<file path="src/hw/mcu_map_pkg.sv">
package mcu_map_pkg;

    // Bus and address space geometry.
    localparam int ADDR_W = 20;
    localparam int DATA_W = 8;

    // Region boundaries of the one-megabyte space.
    localparam logic [19:0] SPACE_LAST     = 20'hfffff;
    localparam logic [19:0] ROM_END        = 20'h0ffff;
    localparam logic [19:0] VECTOR_FIRST   = 20'h0ffdc;
    localparam logic [19:0] FLASH_FIRST    = 20'h03000;
    localparam logic [19:0] FLASH_LAST     = 20'h03fff;
    localparam logic [19:0] RAM_FIRST      = 20'h00400;
    localparam logic [19:0] SFR_LOW_LAST   = 20'h002ff;
    localparam logic [19:0] SFR_HIGH_FIRST = 20'h02c00;
    localparam logic [19:0] SFR_HIGH_LAST  = 20'h02fff;

    // Transfer controller vector area and control data blocks.
    localparam logic [19:0] TC_FIRST        = 20'h02c00;
    localparam int          TC_VECTOR_BYTES = 64;
    localparam int          TC_BLOCK_BYTES  = 8;

    // Special register details used by the decoder.
    localparam int          IDX_VIEW_SEL  = 37;
    localparam int          VIEW_SEL_BIT  = 0;
    localparam logic [11:0] ADDR_MATCH0_TOP = 12'h1c2;
    localparam logic [11:0] ADDR_MATCH1_TOP = 12'h1c6;
    localparam logic [7:0]  ADDR_MATCH_TOP_MASK = 8'h0f;
    localparam logic [7:0]  RESERVED_READ = 8'h00;

    typedef enum logic [2:0] {
        REGION_NONE   = 3'b000,
        REGION_ROM    = 3'b001,
        REGION_VECTOR = 3'b010,
        REGION_FLASH  = 3'b011,
        REGION_RAM    = 3'b100,
        REGION_SFR    = 3'b101
    } region_e;

    typedef enum logic [1:0] {
        ST_IDLE   = 2'b00,
        ST_DECODE = 2'b01,
        ST_ACK    = 2'b10
    } bus_state_e;

    typedef enum logic [1:0] {
        VIEW_ALL  = 2'b00,
        VIEW_SYNC = 2'b01,
        VIEW_WIRE = 2'b10
    } view_e;

    typedef struct packed {
        logic [11:0] addr;
        logic [7:0]  rst;
        view_e       view;
    } sfr_entry_s;

    typedef struct packed {
        region_e     region;
        logic [19:0] addr;
        logic        rd;
        logic        wr;
        logic [7:0]  wdata;
    } mem_req_s;

    // Register map: offset, reset value, serial view.
    localparam int SFR_COUNT = 71;
    typedef logic [SFR_COUNT-1:0][DATA_W-1:0] sfr_bank_t;
    localparam sfr_entry_s SFR_TABLE [SFR_COUNT] = '{
        '{12'h03a, 8'h82, VIEW_ALL}, '{12'h041, 8'h00, VIEW_ALL},
        '{12'h046, 8'h00, VIEW_ALL}, '{12'h047, 8'h00, VIEW_ALL},
        '{12'h048, 8'h00, VIEW_ALL}, '{12'h049, 8'h00, VIEW_ALL},
        '{12'h04a, 8'h00, VIEW_ALL}, '{12'h04b, 8'h00, VIEW_ALL},
        '{12'h04c, 8'h00, VIEW_ALL}, '{12'h04d, 8'h00, VIEW_ALL},
        '{12'h04e, 8'h00, VIEW_ALL}, '{12'h04f, 8'h00, VIEW_SYNC},
        '{12'h04f, 8'h00, VIEW_WIRE}, '{12'h051, 8'h00, VIEW_ALL},
        '{12'h052, 8'h00, VIEW_ALL}, '{12'h053, 8'h00, VIEW_ALL},
        '{12'h054, 8'h00, VIEW_ALL}, '{12'h055, 8'h00, VIEW_ALL},
        '{12'h056, 8'h00, VIEW_ALL}, '{12'h058, 8'h00, VIEW_ALL},
        '{12'h059, 8'h00, VIEW_ALL}, '{12'h05a, 8'h00, VIEW_ALL},
        '{12'h05d, 8'h00, VIEW_ALL}, '{12'h05e, 8'h00, VIEW_ALL},
        '{12'h072, 8'h00, VIEW_ALL}, '{12'h073, 8'h00, VIEW_ALL},
        '{12'h180, 8'h00, VIEW_ALL}, '{12'h181, 8'h00, VIEW_ALL},
        '{12'h182, 8'h00, VIEW_ALL}, '{12'h183, 8'h00, VIEW_ALL},
        '{12'h184, 8'h00, VIEW_ALL}, '{12'h185, 8'h00, VIEW_ALL},
        '{12'h186, 8'h00, VIEW_ALL}, '{12'h188, 8'h00, VIEW_ALL},
        '{12'h189, 8'h00, VIEW_ALL}, '{12'h18a, 8'h00, VIEW_ALL},
        '{12'h18b, 8'h00, VIEW_ALL}, '{12'h18c, 8'h00, VIEW_ALL},
        '{12'h18e, 8'h00, VIEW_ALL}, '{12'h18f, 8'h00, VIEW_ALL},
        '{12'h193, 8'hf8, VIEW_ALL}, '{12'h194, 8'hff, VIEW_SYNC},
        '{12'h194, 8'hff, VIEW_WIRE}, '{12'h195, 8'hff, VIEW_SYNC},
        '{12'h196, 8'hff, VIEW_SYNC}, '{12'h196, 8'hff, VIEW_WIRE},
        '{12'h197, 8'hff, VIEW_SYNC}, '{12'h198, 8'h00, VIEW_SYNC},
        '{12'h198, 8'h00, VIEW_WIRE}, '{12'h199, 8'h3d, VIEW_SYNC},
        '{12'h199, 8'h3d, VIEW_WIRE}, '{12'h19a, 8'h10, VIEW_SYNC},
        '{12'h19a, 8'h18, VIEW_WIRE}, '{12'h19b, 8'h00, VIEW_SYNC},
        '{12'h19b, 8'h00, VIEW_WIRE}, '{12'h19c, 8'h00, VIEW_SYNC},
        '{12'h19c, 8'h00, VIEW_WIRE}, '{12'h19d, 8'h00, VIEW_SYNC},
        '{12'h19d, 8'h00, VIEW_WIRE}, '{12'h1b2, 8'h80, VIEW_ALL},
        '{12'h1b4, 8'h00, VIEW_ALL}, '{12'h1b5, 8'h00, VIEW_ALL},
        '{12'h1b6, 8'h00, VIEW_ALL}, '{12'h1c0, 8'h00, VIEW_ALL},
        '{12'h1c1, 8'h00, VIEW_ALL}, '{12'h1c2, 8'h00, VIEW_ALL},
        '{12'h1c3, 8'h00, VIEW_ALL}, '{12'h1c4, 8'h00, VIEW_ALL},
        '{12'h1c5, 8'h00, VIEW_ALL}, '{12'h1c6, 8'h00, VIEW_ALL},
        '{12'h1c7, 8'h00, VIEW_ALL}
    };

endpackage : mcu_map_pkg

</file>
<file path="src/hw/mcu_address_map_decoder.sv">
// The Avalon-MM register port is this design's own decision.
`timescale 1ns/1ps
`default_nettype none

module mcu_address_map_decoder #(
    parameter int ROM_BYTES = 32768,
    parameter int RAM_BYTES = 2560,
    parameter int TC_BLOCKS = 22
) (
    input  wire logic                           clk_sys_in,
    input  wire logic                           reset_n_in,
    input  wire logic [mcu_map_pkg::ADDR_W-1:0] avs_address_in,
    input  wire logic                           avs_read_in,
    input  wire logic                           avs_write_in,
    input  wire logic [mcu_map_pkg::DATA_W-1:0] avs_writedata_in,
    output logic      [mcu_map_pkg::DATA_W-1:0] avs_readdata_out,
    output logic                                avs_waitrequest_out,
    output mcu_map_pkg::mem_req_s               mem_req_out,
    input  wire logic [mcu_map_pkg::DATA_W-1:0] mem_rdata_in,
    output logic                                iface_view_select_out
);
    import mcu_map_pkg::*;

    // Derived region limits and transfer controller storage size.
    localparam logic [19:0] RAM_LAST  = ADDR_W'(RAM_FIRST + RAM_BYTES - 1);
    localparam logic [19:0] ROM_FIRST = ADDR_W'(ROM_END + 1 - ROM_BYTES);
    localparam int          TC_BYTES  =
        TC_VECTOR_BYTES + TC_BLOCK_BYTES * TC_BLOCKS;
    localparam logic [19:0] TC_LAST   = ADDR_W'(TC_FIRST + TC_BYTES - 1);
    localparam int          TC_IDX_W  = $clog2(TC_BYTES);

    typedef struct packed {
        bus_state_e                        state;
        logic                              is_write;
        logic [DATA_W-1:0]                 rdata;
        mem_req_s                          mem;
        sfr_bank_t                         sfr;
        logic [TC_BYTES-1:0][DATA_W-1:0]   tc;
    } state_s;

    // Builds the register bank image that reset loads.
    function automatic sfr_bank_t reset_image();
        sfr_bank_t img;
        img = '0;
        for (int i = 0; i < SFR_COUNT; i++) begin
            img[i] = SFR_TABLE[i].rst;
        end
        return img;
    endfunction : reset_image

    localparam sfr_bank_t SFR_RESET_IMAGE = reset_image();

    // Sorts a core address into exactly one region.
    function automatic region_e region_of(input logic [19:0] a);
        region_e r;
        r = REGION_NONE;
        if (a <= SFR_LOW_LAST) begin
            r = REGION_SFR;
        end else if (a >= RAM_FIRST && a <= RAM_LAST) begin
            r = REGION_RAM;
        end else if (a >= FLASH_FIRST && a <= FLASH_LAST) begin
            r = REGION_FLASH;
        end else if (a >= SFR_HIGH_FIRST && a <= SFR_HIGH_LAST) begin
            r = REGION_SFR;
        end else if (a >= VECTOR_FIRST && a <= ROM_END) begin
            r = REGION_VECTOR;
        end else if (a >= ROM_FIRST && a <= ROM_END) begin
            r = REGION_ROM;
        end
        return r;
    endfunction : region_of

    // Finds a register for an address; bit 7 flags a hit.
    function automatic logic [7:0] sfr_find(input logic [19:0] a,
                                            input logic wire_view);
        logic [7:0] res;
        view_e      want;
        res  = 8'h00;
        want = wire_view ? VIEW_WIRE : VIEW_SYNC;
        for (int i = 0; i < SFR_COUNT; i++) begin
            if (a[19:12] == 8'h00 && SFR_TABLE[i].addr == a[11:0] &&
                (SFR_TABLE[i].view == VIEW_ALL ||
                 SFR_TABLE[i].view == want)) begin
                res = {1'b1, 7'(i)};
            end
        end
        return res;
    endfunction : sfr_find

    // True when an address lies in transfer controller storage.
    function automatic logic tc_hit(input logic [19:0] a);
        return a >= TC_FIRST && a <= TC_LAST;
    endfunction : tc_hit

    // Bits of a register that software may change.
    function automatic logic [7:0] write_mask(input logic [19:0] a);
        logic [7:0] m;
        m = 8'hff;
        if (a[11:0] == ADDR_MATCH0_TOP || a[11:0] == ADDR_MATCH1_TOP) begin
            m = ADDR_MATCH_TOP_MASK;
        end
        return m;
    endfunction : write_mask

    // True for regions served by the memory port.
    function automatic logic is_memory(input region_e r);
        return r == REGION_ROM || r == REGION_VECTOR ||
               r == REGION_FLASH || r == REGION_RAM;
    endfunction : is_memory

    state_s            st;
    state_s            next_st;
    logic              request;
    logic              view_wire;
    logic [7:0]        found;
    logic [6:0]        found_idx;
    logic              found_hit;
    logic              in_tc;
    logic [TC_IDX_W-1:0] tc_off;

    // Lookups shared by the next-state logic and the checks.
    assign request   = avs_read_in | avs_write_in;
    assign view_wire = st.sfr[IDX_VIEW_SEL][VIEW_SEL_BIT];
    assign found     = sfr_find(st.mem.addr, view_wire);
    assign found_hit = found[7];
    assign found_idx = found[6:0];
    assign in_tc     = tc_hit(st.mem.addr);
    assign tc_off    = TC_IDX_W'(st.mem.addr - TC_FIRST);

    // Bus sequencing: latch, decode and read, then acknowledge.
    always_comb begin
        next_st = st;
        unique case (st.state)
            ST_IDLE: begin
                if (request) begin
                    next_st.mem.region = region_of(avs_address_in);
                    next_st.mem.addr   = avs_address_in;
                    next_st.mem.wdata  = avs_writedata_in;
                    next_st.mem.rd     = avs_read_in &&
                        is_memory(region_of(avs_address_in));
                    next_st.is_write   = avs_write_in;
                    next_st.state      = ST_DECODE;
                end
            end
            ST_DECODE: begin
                next_st.mem.rd = 1'b0;
                next_st.mem.wr = st.is_write &&
                                 st.mem.region == REGION_RAM;
                if (is_memory(st.mem.region)) begin
                    next_st.rdata = mem_rdata_in;
                end else if (st.mem.region == REGION_SFR && found_hit) begin
                    next_st.rdata = st.sfr[found_idx];
                end else if (st.mem.region == REGION_SFR && in_tc) begin
                    next_st.rdata = st.tc[tc_off];
                end else begin
                    next_st.rdata = RESERVED_READ;
                end
                next_st.state = ST_ACK;
            end
            ST_ACK: begin
                next_st.mem.wr = 1'b0;
                next_st.state  = ST_IDLE;
                if (st.is_write && st.mem.region == REGION_SFR) begin
                    if (found_hit) begin
                        next_st.sfr[found_idx] = st.mem.wdata &
                            write_mask(st.mem.addr);
                    end else if (in_tc) begin
                        next_st.tc[tc_off] = st.mem.wdata;
                    end
                    // Holes take no write at all.
                end
            end
            default: begin
                next_st.state = ST_IDLE;
            end
        endcase
    end

    // State register; undefined storage is cleared to zero.
    always_ff @(posedge clk_sys_in or negedge reset_n_in) begin
        if (!reset_n_in) begin
            st.state    <= ST_IDLE;
            st.is_write <= 1'b0;
            st.rdata    <= '0;
            st.mem      <= '0;
            st.sfr      <= SFR_RESET_IMAGE;
            st.tc       <= '0;
        end else begin
            st <= next_st;
        end
    end

    // Handshake is combinational, data comes from flip-flops.
    assign avs_waitrequest_out   = request && st.state != ST_ACK;
    assign avs_readdata_out      = st.rdata;
    assign mem_req_out           = st.mem;
    assign iface_view_select_out = view_wire;

    // Helper flag: high for the first cycle after reset release.
    logic after_reset;
    always_ff @(posedge clk_sys_in or negedge reset_n_in) begin
        if (!reset_n_in) begin
            after_reset <= 1'b1;
        end else begin
            after_reset <= 1'b0;
        end
    end
endmodule : mcu_address_map_decoder

`default_nettype wire

</file>
<file path="config.mk">
export PLATFORM = sky130hd
export DESIGN_NAME = mcu_address_map_decoder
export DESIGN_NICKNAME = d
export VERILOG_FILES = /design/src/hw/mcu_map_pkg.sv /design/src/hw/mcu_address_map_decoder.sv
export SDC_FILE = /design/constraint.sdc
export NUM_CORES = 2
export LEC_CHECK = 0
export BUFFER_PORTS_ARGS = -buffer_cell sky130_fd_sc_hd__buf_4
export CAP_MARGIN = 30
export CORE_ASPECT_RATIO = 1.1
export CORE_MARGIN = 4
export CORE_UTILIZATION = 25
export DETAILED_ROUTE_END_ITERATION = 12
export PLACE_DENSITY = 0.42
export SLEW_MARGIN = 20
export SYNTH_ARGS = -nofsm -noshare
export SYNTH_HDL_FRONTEND = slang
export SYNTH_SLANG_ARGS = --single-unit
</file>
<file path="constraint.sdc">
create_clock -name clk_sys_in -period 7.6 [get_ports clk_sys_in]
set_input_delay 1.14 -clock clk_sys_in [delete_from_list [all_inputs] [get_ports clk_sys_in]]
set_output_delay 1.14 -clock clk_sys_in [all_outputs]
set_load 0.05 [all_outputs]
</file>
Word level (Yosys, flattened, before mapping)

Cells that the tools add are included.

Bits in writable memories: 0
Logic and storage cells: 631
Register bits after elaboration: 2532
Input port bits: 40
Latch bits: 0
Memories: 0
Bits in read-only memories: 0
Output and inout bits: 43

Multiplexer cells: 102
Reductions and logical operators: 111
Bitwise logic cells: 3
Multipliers: 0
Equal/unequal tests: 79
Add/sub/neg operators: 1
Shift operators: 0
Divide/modulo/power cells: 0
Order comparisons: 16

Operator list:

| operator               | count |
|---|---|
| $bwmux W1920           | 1 |
| $mux W8                | 82 |
| $bwmux W568            | 1 |
| $eq A9 B12 Y1 const A  | 37 |
| $eq A7 B12 Y1 const A  | 24 |
| $logic_and A1 B1 Y1    | 96 |
| $bmux W8 S8            | 1 |
| $demux W8 S8           | 1 |
| $ge A20 B14 Y1 const B | 3 |
| $le A20 B14 Y1 const B | 3 |
| $bmux W8 S7            | 1 |
| $demux W8 S7           | 1 |
| $ge A20 B16 Y1 const B | 2 |
| $eq A12 B9 Y1 const B  | 2 |
| $mux W3                | 8 |
| $ge A20 B11 Y1 const B | 1 |
| $le A20 B10 Y1 const B | 1 |
| $le A20 B12 Y1 const B | 1 |
| $le A20 B16 Y1 const B | 1 |
| $eq A3 B2 Y1 const B   | 4 |
| $eq A6 B12 Y1 const A  | 1 |
| $eq A3 B3 Y1 const B   | 3 |
| $lt A8 B9 Y1 const B   | 1 |
| $and A8 B8 Y8          | 1 |
| other kinds (23)       | 35 |

Longest topological paths before layout

Depth after elaboration: 78
Gate-level depth with buffers: 18
Gate-level depth less buffers: 12

Worst setup path after synthesis

OpenSTA, ideal clock, no wires.

Path kind: reg-to-reg
From: register st, in the netlist mem_req_out[10]
To: register st, in the netlist avs_readdata_out[5]
Stages on the path, launching flop included: 16
Path slack: 3.686 ns
Data required time: 7.465 ns
Clock period less this slack: 3.914 ns
Path buffers: 7
Setup time: 0.135 ns
Data arrival time: 3.778 ns
Cell sequence: dfrtp_1 > buf_2 > buf_2 > buf_2 > buf_4 > buf_2 > buf_2 > buf_2 > mux4_2 > mux4_2 > a221oi_1 > o2111ai_1 > a21oi_1 > nand2_1 > nand2_1 > a22oi_2

Cells in the longest elaborated chain, start to end: 76
Elaborated cells on any way between the ends: 228
Those cells by class: add/sub (1); order compare (2); eq/ne (62); mux (78); reduce/logical (85)

Ends and longest elaborated chain:

| item                                                                        | line                                                           | RTL |
|---|---|---|
| from (decl)                                                                 | mcu_address_map_decoder.sv:111                                 | `state_s st;` |
| from (signal assigned)                                                      | mcu_address_map_decoder.sv:189                                 | `st <= next_st;` |
| $eq A7 B12 Y1 / $eq A6 B12 Y1 (equally long branches)                       | mcu_address_map_decoder.sv:81                                  | `if (a[19:12] == 8'h00 && SFR_TABLE[i].addr == a[11:0] &&` |
| $logic_and A1 B1 Y1                                                         | mcu_address_map_decoder.sv:81                                  |  |
| $mux W8 (70 in series)                                                      | mcu_address_map_decoder.sv:81                                  |  |
| $bmux W8 S7 / $mux W8 (equally long branches)                               | mcu_address_map_decoder.sv:152, mcu_address_map_decoder.sv:81  |  |
| $mux W8 (not written as such) / $logic_and A1 B1 Y1 (equally long branches) | mcu_address_map_decoder.sv:152, mcu_address_map_decoder.sv:151 |  |
| $mux W8 *                                                                   | mcu_address_map_decoder.sv:151                                 | `end else if (st.mem.region == REGION_SFR && found_hit) begin` |
| $mux W8 *                                                                   | mcu_address_map_decoder.sv:149                                 | `if (is_memory(st.mem.region)) begin` |

Every way passes the cells marked *; elsewhere a longest branch is shown, timed or not. The select of a mux whose other input is x is not followed.
A chain may end at the register's enable or synchronous reset.

Worst setup path after layout

From: register st, in the netlist mem_req_out[24]
To: register st, in the netlist avs_readdata_out[1]

Cells in the longest elaborated chain, start to end: 76
Elaborated cells on any way between the ends: 164
Those cells by class: order compare (2); mux (76); reduce/logical (86)

Ends and longest elaborated chain:

| item                                                                        | line |
|---|---|
| $logic_not A8 Y1                                                            | mcu_address_map_decoder.sv:81 |
| $logic_and A1 B1 Y1                                                         | mcu_address_map_decoder.sv:81 |
| $mux W8 (70 in series)                                                      | mcu_address_map_decoder.sv:81 |
| $bmux W8 S7 / $mux W8 (equally long branches)                               | mcu_address_map_decoder.sv:152, mcu_address_map_decoder.sv:81 |
| $mux W8 (not written as such) / $logic_and A1 B1 Y1 (equally long branches) | mcu_address_map_decoder.sv:152, mcu_address_map_decoder.sv:151 |
| $mux W8 *                                                                   | mcu_address_map_decoder.sv:151 |
| $mux W8 *                                                                   | mcu_address_map_decoder.sv:149 |

Marks and branches as above.

==> results.env <==
CRIT-REG2REG-LAUNCH='mem_req_out[24]$_DFFE_PN0P_'
NETLIST-CELL-TYPE-COUNT=107
LARGEST_NET_DEGREE_AT_THE_START_OF_GLOBAL_ROUTING=183
CORE_AREA_MM2=0.467
CTS-HTREE-LEVELS=5
CTS_ROOT_BUFFER='sky130_fd_sc_hd__clkbuf_16'
TOTAL_LEAKAGE_POWER_uW=0.0629
FINAL_CORE_UTILIZATION_PCT=29.1
CRIT_PATH_START='mem_req_out[24]$_DFFE_PN0P_'
YOSYS_REGISTER_BITS=2532
FINAL.SETUP.WORST_SLACK_NS=1.08
WORST_PATH_MAXIMUM_FANOUT=16
TIMING_WORST_SETUP_PATH_TYPE='register to register'
GRT_PASS1_VIAS=77300
NUMCTSBUFFERS=307
CRIT_PATH_START_KIND='register'
NUMBER_OF_INSTANCES_RESIZED_DURING_POST_CTS_REPAIR=0
POWER_DENSITY_mW_PER_MM2=280
TIMING.RR.END='avs_readdata_out[1]$_DFFE_PN0P_'
SYNTHESIS.AREA_MM2=0.117
POST_SYNTH_INST_COUNT=8261
MAX-SLEW-MARGIN-REL_PCT=23.3
IO_BUFFERS=82
DRTANTENNAVIOLNETS=0
WORSTSETUPENDPOINTTYPE='register'
POWER_REPORT.INTERNAL_TOTAL_uW=24900
DRT-PASS1-ITER-COUNT=7
GP_ROUTABILITY_CONGESTION=0.944
FINAL-SETUP-VIOL-COUNT=0
DRT_FIRST_ITER_VIOLATIONS=5049
WIRE_PER_INST_UM=28.2
POWER.SHARE.SWITCHING_PCT=34.7
REG2REG_SETUP_SLACK_NS=1.08
SYNTH_ASYNC_SR_FLOP_SHARE_PCT=100
AREA_GROWTH_SYN_TO_LAYOUT_PCT=15.6
CRIT_REQUIRED_NS=8.40
PERIOD_NEEDED_NS=6.52
COUNT_OF_FLIP_FLOPS_WITH_A_BUILT_IN_ENABLE_AFTER_SYNTHESIS=0
FINAL_CELLS=14600
DETAILEDPLACE.WORSTSLACK_NS=1.28
DETAIL_ROUTE.WIRELENGTH_UM=413000
POSTCTSSETUPREPAIRBUFS=0
P_SW_uW=13200
UNREPAIRED_SETUP_ENDPOINTS_AFTER_GLOBAL_ROUTING='false'
SYN-MEAN-INSTANCE-AREA_UM2=14.2
SYNTHESIS.YOSYS.WARNINGS=0
CLASS_OF_THE_MOST_CRITICAL_HOLD_TIMING_PATH='input pin to asynchronous set/reset pin'
NETS=8206
FLOORPLAN.DIE.WIDTH_UM=661
CLOCK_POWER_SHARE_PCT=39.5
OVERFLOW=0
CTS_NUM_SINKS=2532
DP.CELLS=14100
YS_DOMINANT_REG_CELL='sky130_fd_sc_hd__dfrtp_1'
ROUTED_VIA_DENSITY=4.97
ROUTE.DETAILED.DRC=0
RESULT_OF_THE_RUN='finished clean'
DRIVE_GT1_SHARE_PCT=45.7
FINAL.SETUP_SKEW_NS=0.0578
GLOBAL_ROUTE_USAGE_OVER_ALL_LAYERS_PCT=16.9
P_COMB_SHARE_PCT=22.7
FIRST_PASS_GRT_WIRE_LENGTH_UM=596000
DIEAREA_MM2=0.481
NUM_IO_PINS=83
MIN_PERIOD_OVER_PERIOD_PCT=85.8
MAPPEDNETLISTNETS=8304
REG2REGPATHDEPTH=13
SLEW_VIOLATIONS=0
WORST_ENDPOINT_DATA_ARRIVAL_TIME_NS=7.32
ANTENNA_FOUND_INITIAL=18
SETUP_TNS_NS=0
FLOORPLAN.INITIALDENSITY_PCT=25.1
CLK-INSERTION-DELAY-LATE_NS=0.92
FP-ROW-COUNT=263
DIE_Y_UM=727
FINAL_HOLD_VIOL_COUNT=0
FINAL.HOLD.WORST_SLACK_NS=0.130
VIA_COUNT_OF_THE_ROUTED_DESIGN=72800
CTS.CLK_SLEW.WORST_PATHS_NS=0.06
SEQ_POWER_SHARE_PCT=37.8
CLK_PATH_BUF_DEPTH=4
PROPORTION_OF_SYNTHESIZED_CHIP_AREA_IN_SEQUENTIAL_CELLS_PCT=54.0
MAX-VDD-IR-DROP_V=0.000331
FMAX_MHz=153
CTS_HOLD_BUFFERS=0
DRV_CAP=0
CTS_TREE='built'
DPL.HPWL_UM=272000
SLEW_AT_THE_PIN_CLOSEST_TO_ITS_MAX_SLEW_LIMIT_NS=1.14
-- state kept, by name (all words and copies together), names as in the netlist --
register,count
mem_req_out,33
avs_readdata_out,8
iface_view_select_out,1
st,2490
-- area by class of cell --
type,count,area [um2]
fill,47000,332000
sequential,2532,63500
multi-input combinational,5006,51100
clock buffer,453,9050
tap,6227,7790
timing repair buffer,302,2990
clock inverter,98,1270
inverter,14,60.1
antenna,7,17.5
-- worst max-delay path, stage by stage (launching register included) --
cell	delay, ns
sky130_fd_sc_hd__dfrtp_1	0.41
sky130_fd_sc_hd__nor4_2	0.89
sky130_fd_sc_hd__buf_4	0.32
sky130_fd_sc_hd__nand4_1	0.48
sky130_fd_sc_hd__o32a_1	0.56
sky130_fd_sc_hd__o211ai_1	0.34
sky130_fd_sc_hd__o21a_2	0.61
sky130_fd_sc_hd__nand2_1	0.74
sky130_fd_sc_hd__o22ai_1	0.51
sky130_fd_sc_hd__nor2_1	0.09
sky130_fd_sc_hd__a2111oi_0	0.89
sky130_fd_sc_hd__a311oi_1	0.16
sky130_fd_sc_hd__a211oi_1	0.29
sky130_fd_sc_hd__a21oi_1	0.10
-- through the flow --
step	instance area [um2]	total power (uW)
final	136000	38100
after floorplan	117000	19600
after global placement	125000	23300
after CTS	136000	38700
after global routing	136000	39700
after detailed placement	125000	23400
-- Yosys cell counts (31+ instances only) --
| library cell | n | area share [%] |
|---|---|---|
| sky130_fd_sc_hd__mux4_2 | 610 | 12 |
| sky130_fd_sc_hd__clkbuf_1 | 474 | 1.5 |
| sky130_fd_sc_hd__mux2i_1 | 77 | 0.66 |
| sky130_fd_sc_hd__dfrtp_1 | 2463 | 52 |
| sky130_fd_sc_hd__mux2_2 | 2259 | 22 |
| sky130_fd_sc_hd__o22ai_1 | 59 | 0.31 |
| sky130_fd_sc_hd__a211oi_1 | 32 | 0.20 |
| sky130_fd_sc_hd__nand3_1 | 74 | 0.32 |
| sky130_fd_sc_hd__nor3_1 | 48 | 0.20 |
| sky130_fd_sc_hd__a221oi_1 | 31 | 0.23 |
| sky130_fd_sc_hd__dfstp_2 | 69 | 1.5 |
| sky130_fd_sc_hd__o21ai_0 | 348 | 1.5 |
| sky130_fd_sc_hd__buf_4 | 65 | 0.42 |
| sky130_fd_sc_hd__nor2_1 | 121 | 0.39 |
| sky130_fd_sc_hd__a21oi_1 | 97 | 0.41 |
| sky130_fd_sc_hd__nand2_1 | 810 | 2.6 |
| sky130_fd_sc_hd__buf_2 | 139 | 0.59 |
-- how the worst max path moves through the flow --
stage / endpoint / slack (ns) / cells past startpoint
after floorplan: avs_readdata_out[5]$_DFFE_PN0P_ / 3.69 / 15
after global placement: st[2329]$_DFFE_PN0P_ / 0.56 / 9
after detailed placement: avs_readdata_out[1]$_DFFE_PN0P_ / 1.28 / 13
after CTS: avs_readdata_out[1]$_DFFE_PN0P_ / 1.27 / 13
after global routing: avs_readdata_out[1]$_DFFE_PN0P_ / 1.03 / 12
final: avs_readdata_out[1]$_DFFE_PN0P_ / 1.08 / 13
-- layer usage --
layer  vias to the layer above  track usage, %  routed length [um]
li1                      30400               -                   -
met1                     39800            22.5              179000
met2                      1876            27.5              196000
met3                       663            3.15               22300
met4                         4            5.74               15800
met5                         -               0                  21
-- cells in the final DEF (no fill, tap or decap), types with 16 or more instances in the layout --
cell type	netlist	layout
sky130_fd_sc_hd__nand2_1	810	806
sky130_fd_sc_hd__a22oi_1	26	26
sky130_fd_sc_hd__a31oi_1	17	16
sky130_fd_sc_hd__clkbuf_16	0	315
sky130_fd_sc_hd__nor4_1	17	16
sky130_fd_sc_hd__clkbuf_8	0	65
sky130_fd_sc_hd__dfstp_2	69	69
sky130_fd_sc_hd__nor3_1	48	28
sky130_fd_sc_hd__nand3_1	74	73
sky130_fd_sc_hd__a221oi_1	31	30
sky130_fd_sc_hd__mux2i_1	77	77
sky130_fd_sc_hd__and3_1	23	22
sky130_fd_sc_hd__a211oi_1	32	30
sky130_fd_sc_hd__mux4_2	610	610
sky130_fd_sc_hd__dfrtp_1	2463	2448
sky130_fd_sc_hd__mux2_2	2259	2259
sky130_fd_sc_hd__bufinv_16	0	20
sky130_fd_sc_hd__buf_4	65	244
sky130_fd_sc_hd__o21ai_0	348	347
sky130_fd_sc_hd__o211ai_1	26	26
sky130_fd_sc_hd__clkinv_2	0	51
sky130_fd_sc_hd__a21oi_1	97	97
sky130_fd_sc_hd__nor2_1	121	112
sky130_fd_sc_hd__nor3_2	3	19
sky130_fd_sc_hd__o22ai_1	59	59
sky130_fd_sc_hd__buf_12	1	37
sky130_fd_sc_hd__clkbuf_1	474	73
-- logic make-up after synthesis --
family | Yosys count | share of synthesized area, %
compound gates | 822 | 4.52
fa+ha+maj | 3 | 0.0320
xor+xnor | 4 | 0.0298
buf+inv | 723 | 2.73
mux | 2948 | 34.0
flops | 2532 | 54.0
simple gates | 1229 | 4.60
-- power groups by stage --
stage,Sequential [uW],Clock [uW],Combinational [uW]
floorplan,13900,0,5690
global route,14400,16000,9190
CTS,14400,15500,8810
finish,14400,15000,8620
global placement,14600,0,8720
detailed placement,14600,0,8790
No activity file was read; power rests on OpenSTA's default activity.
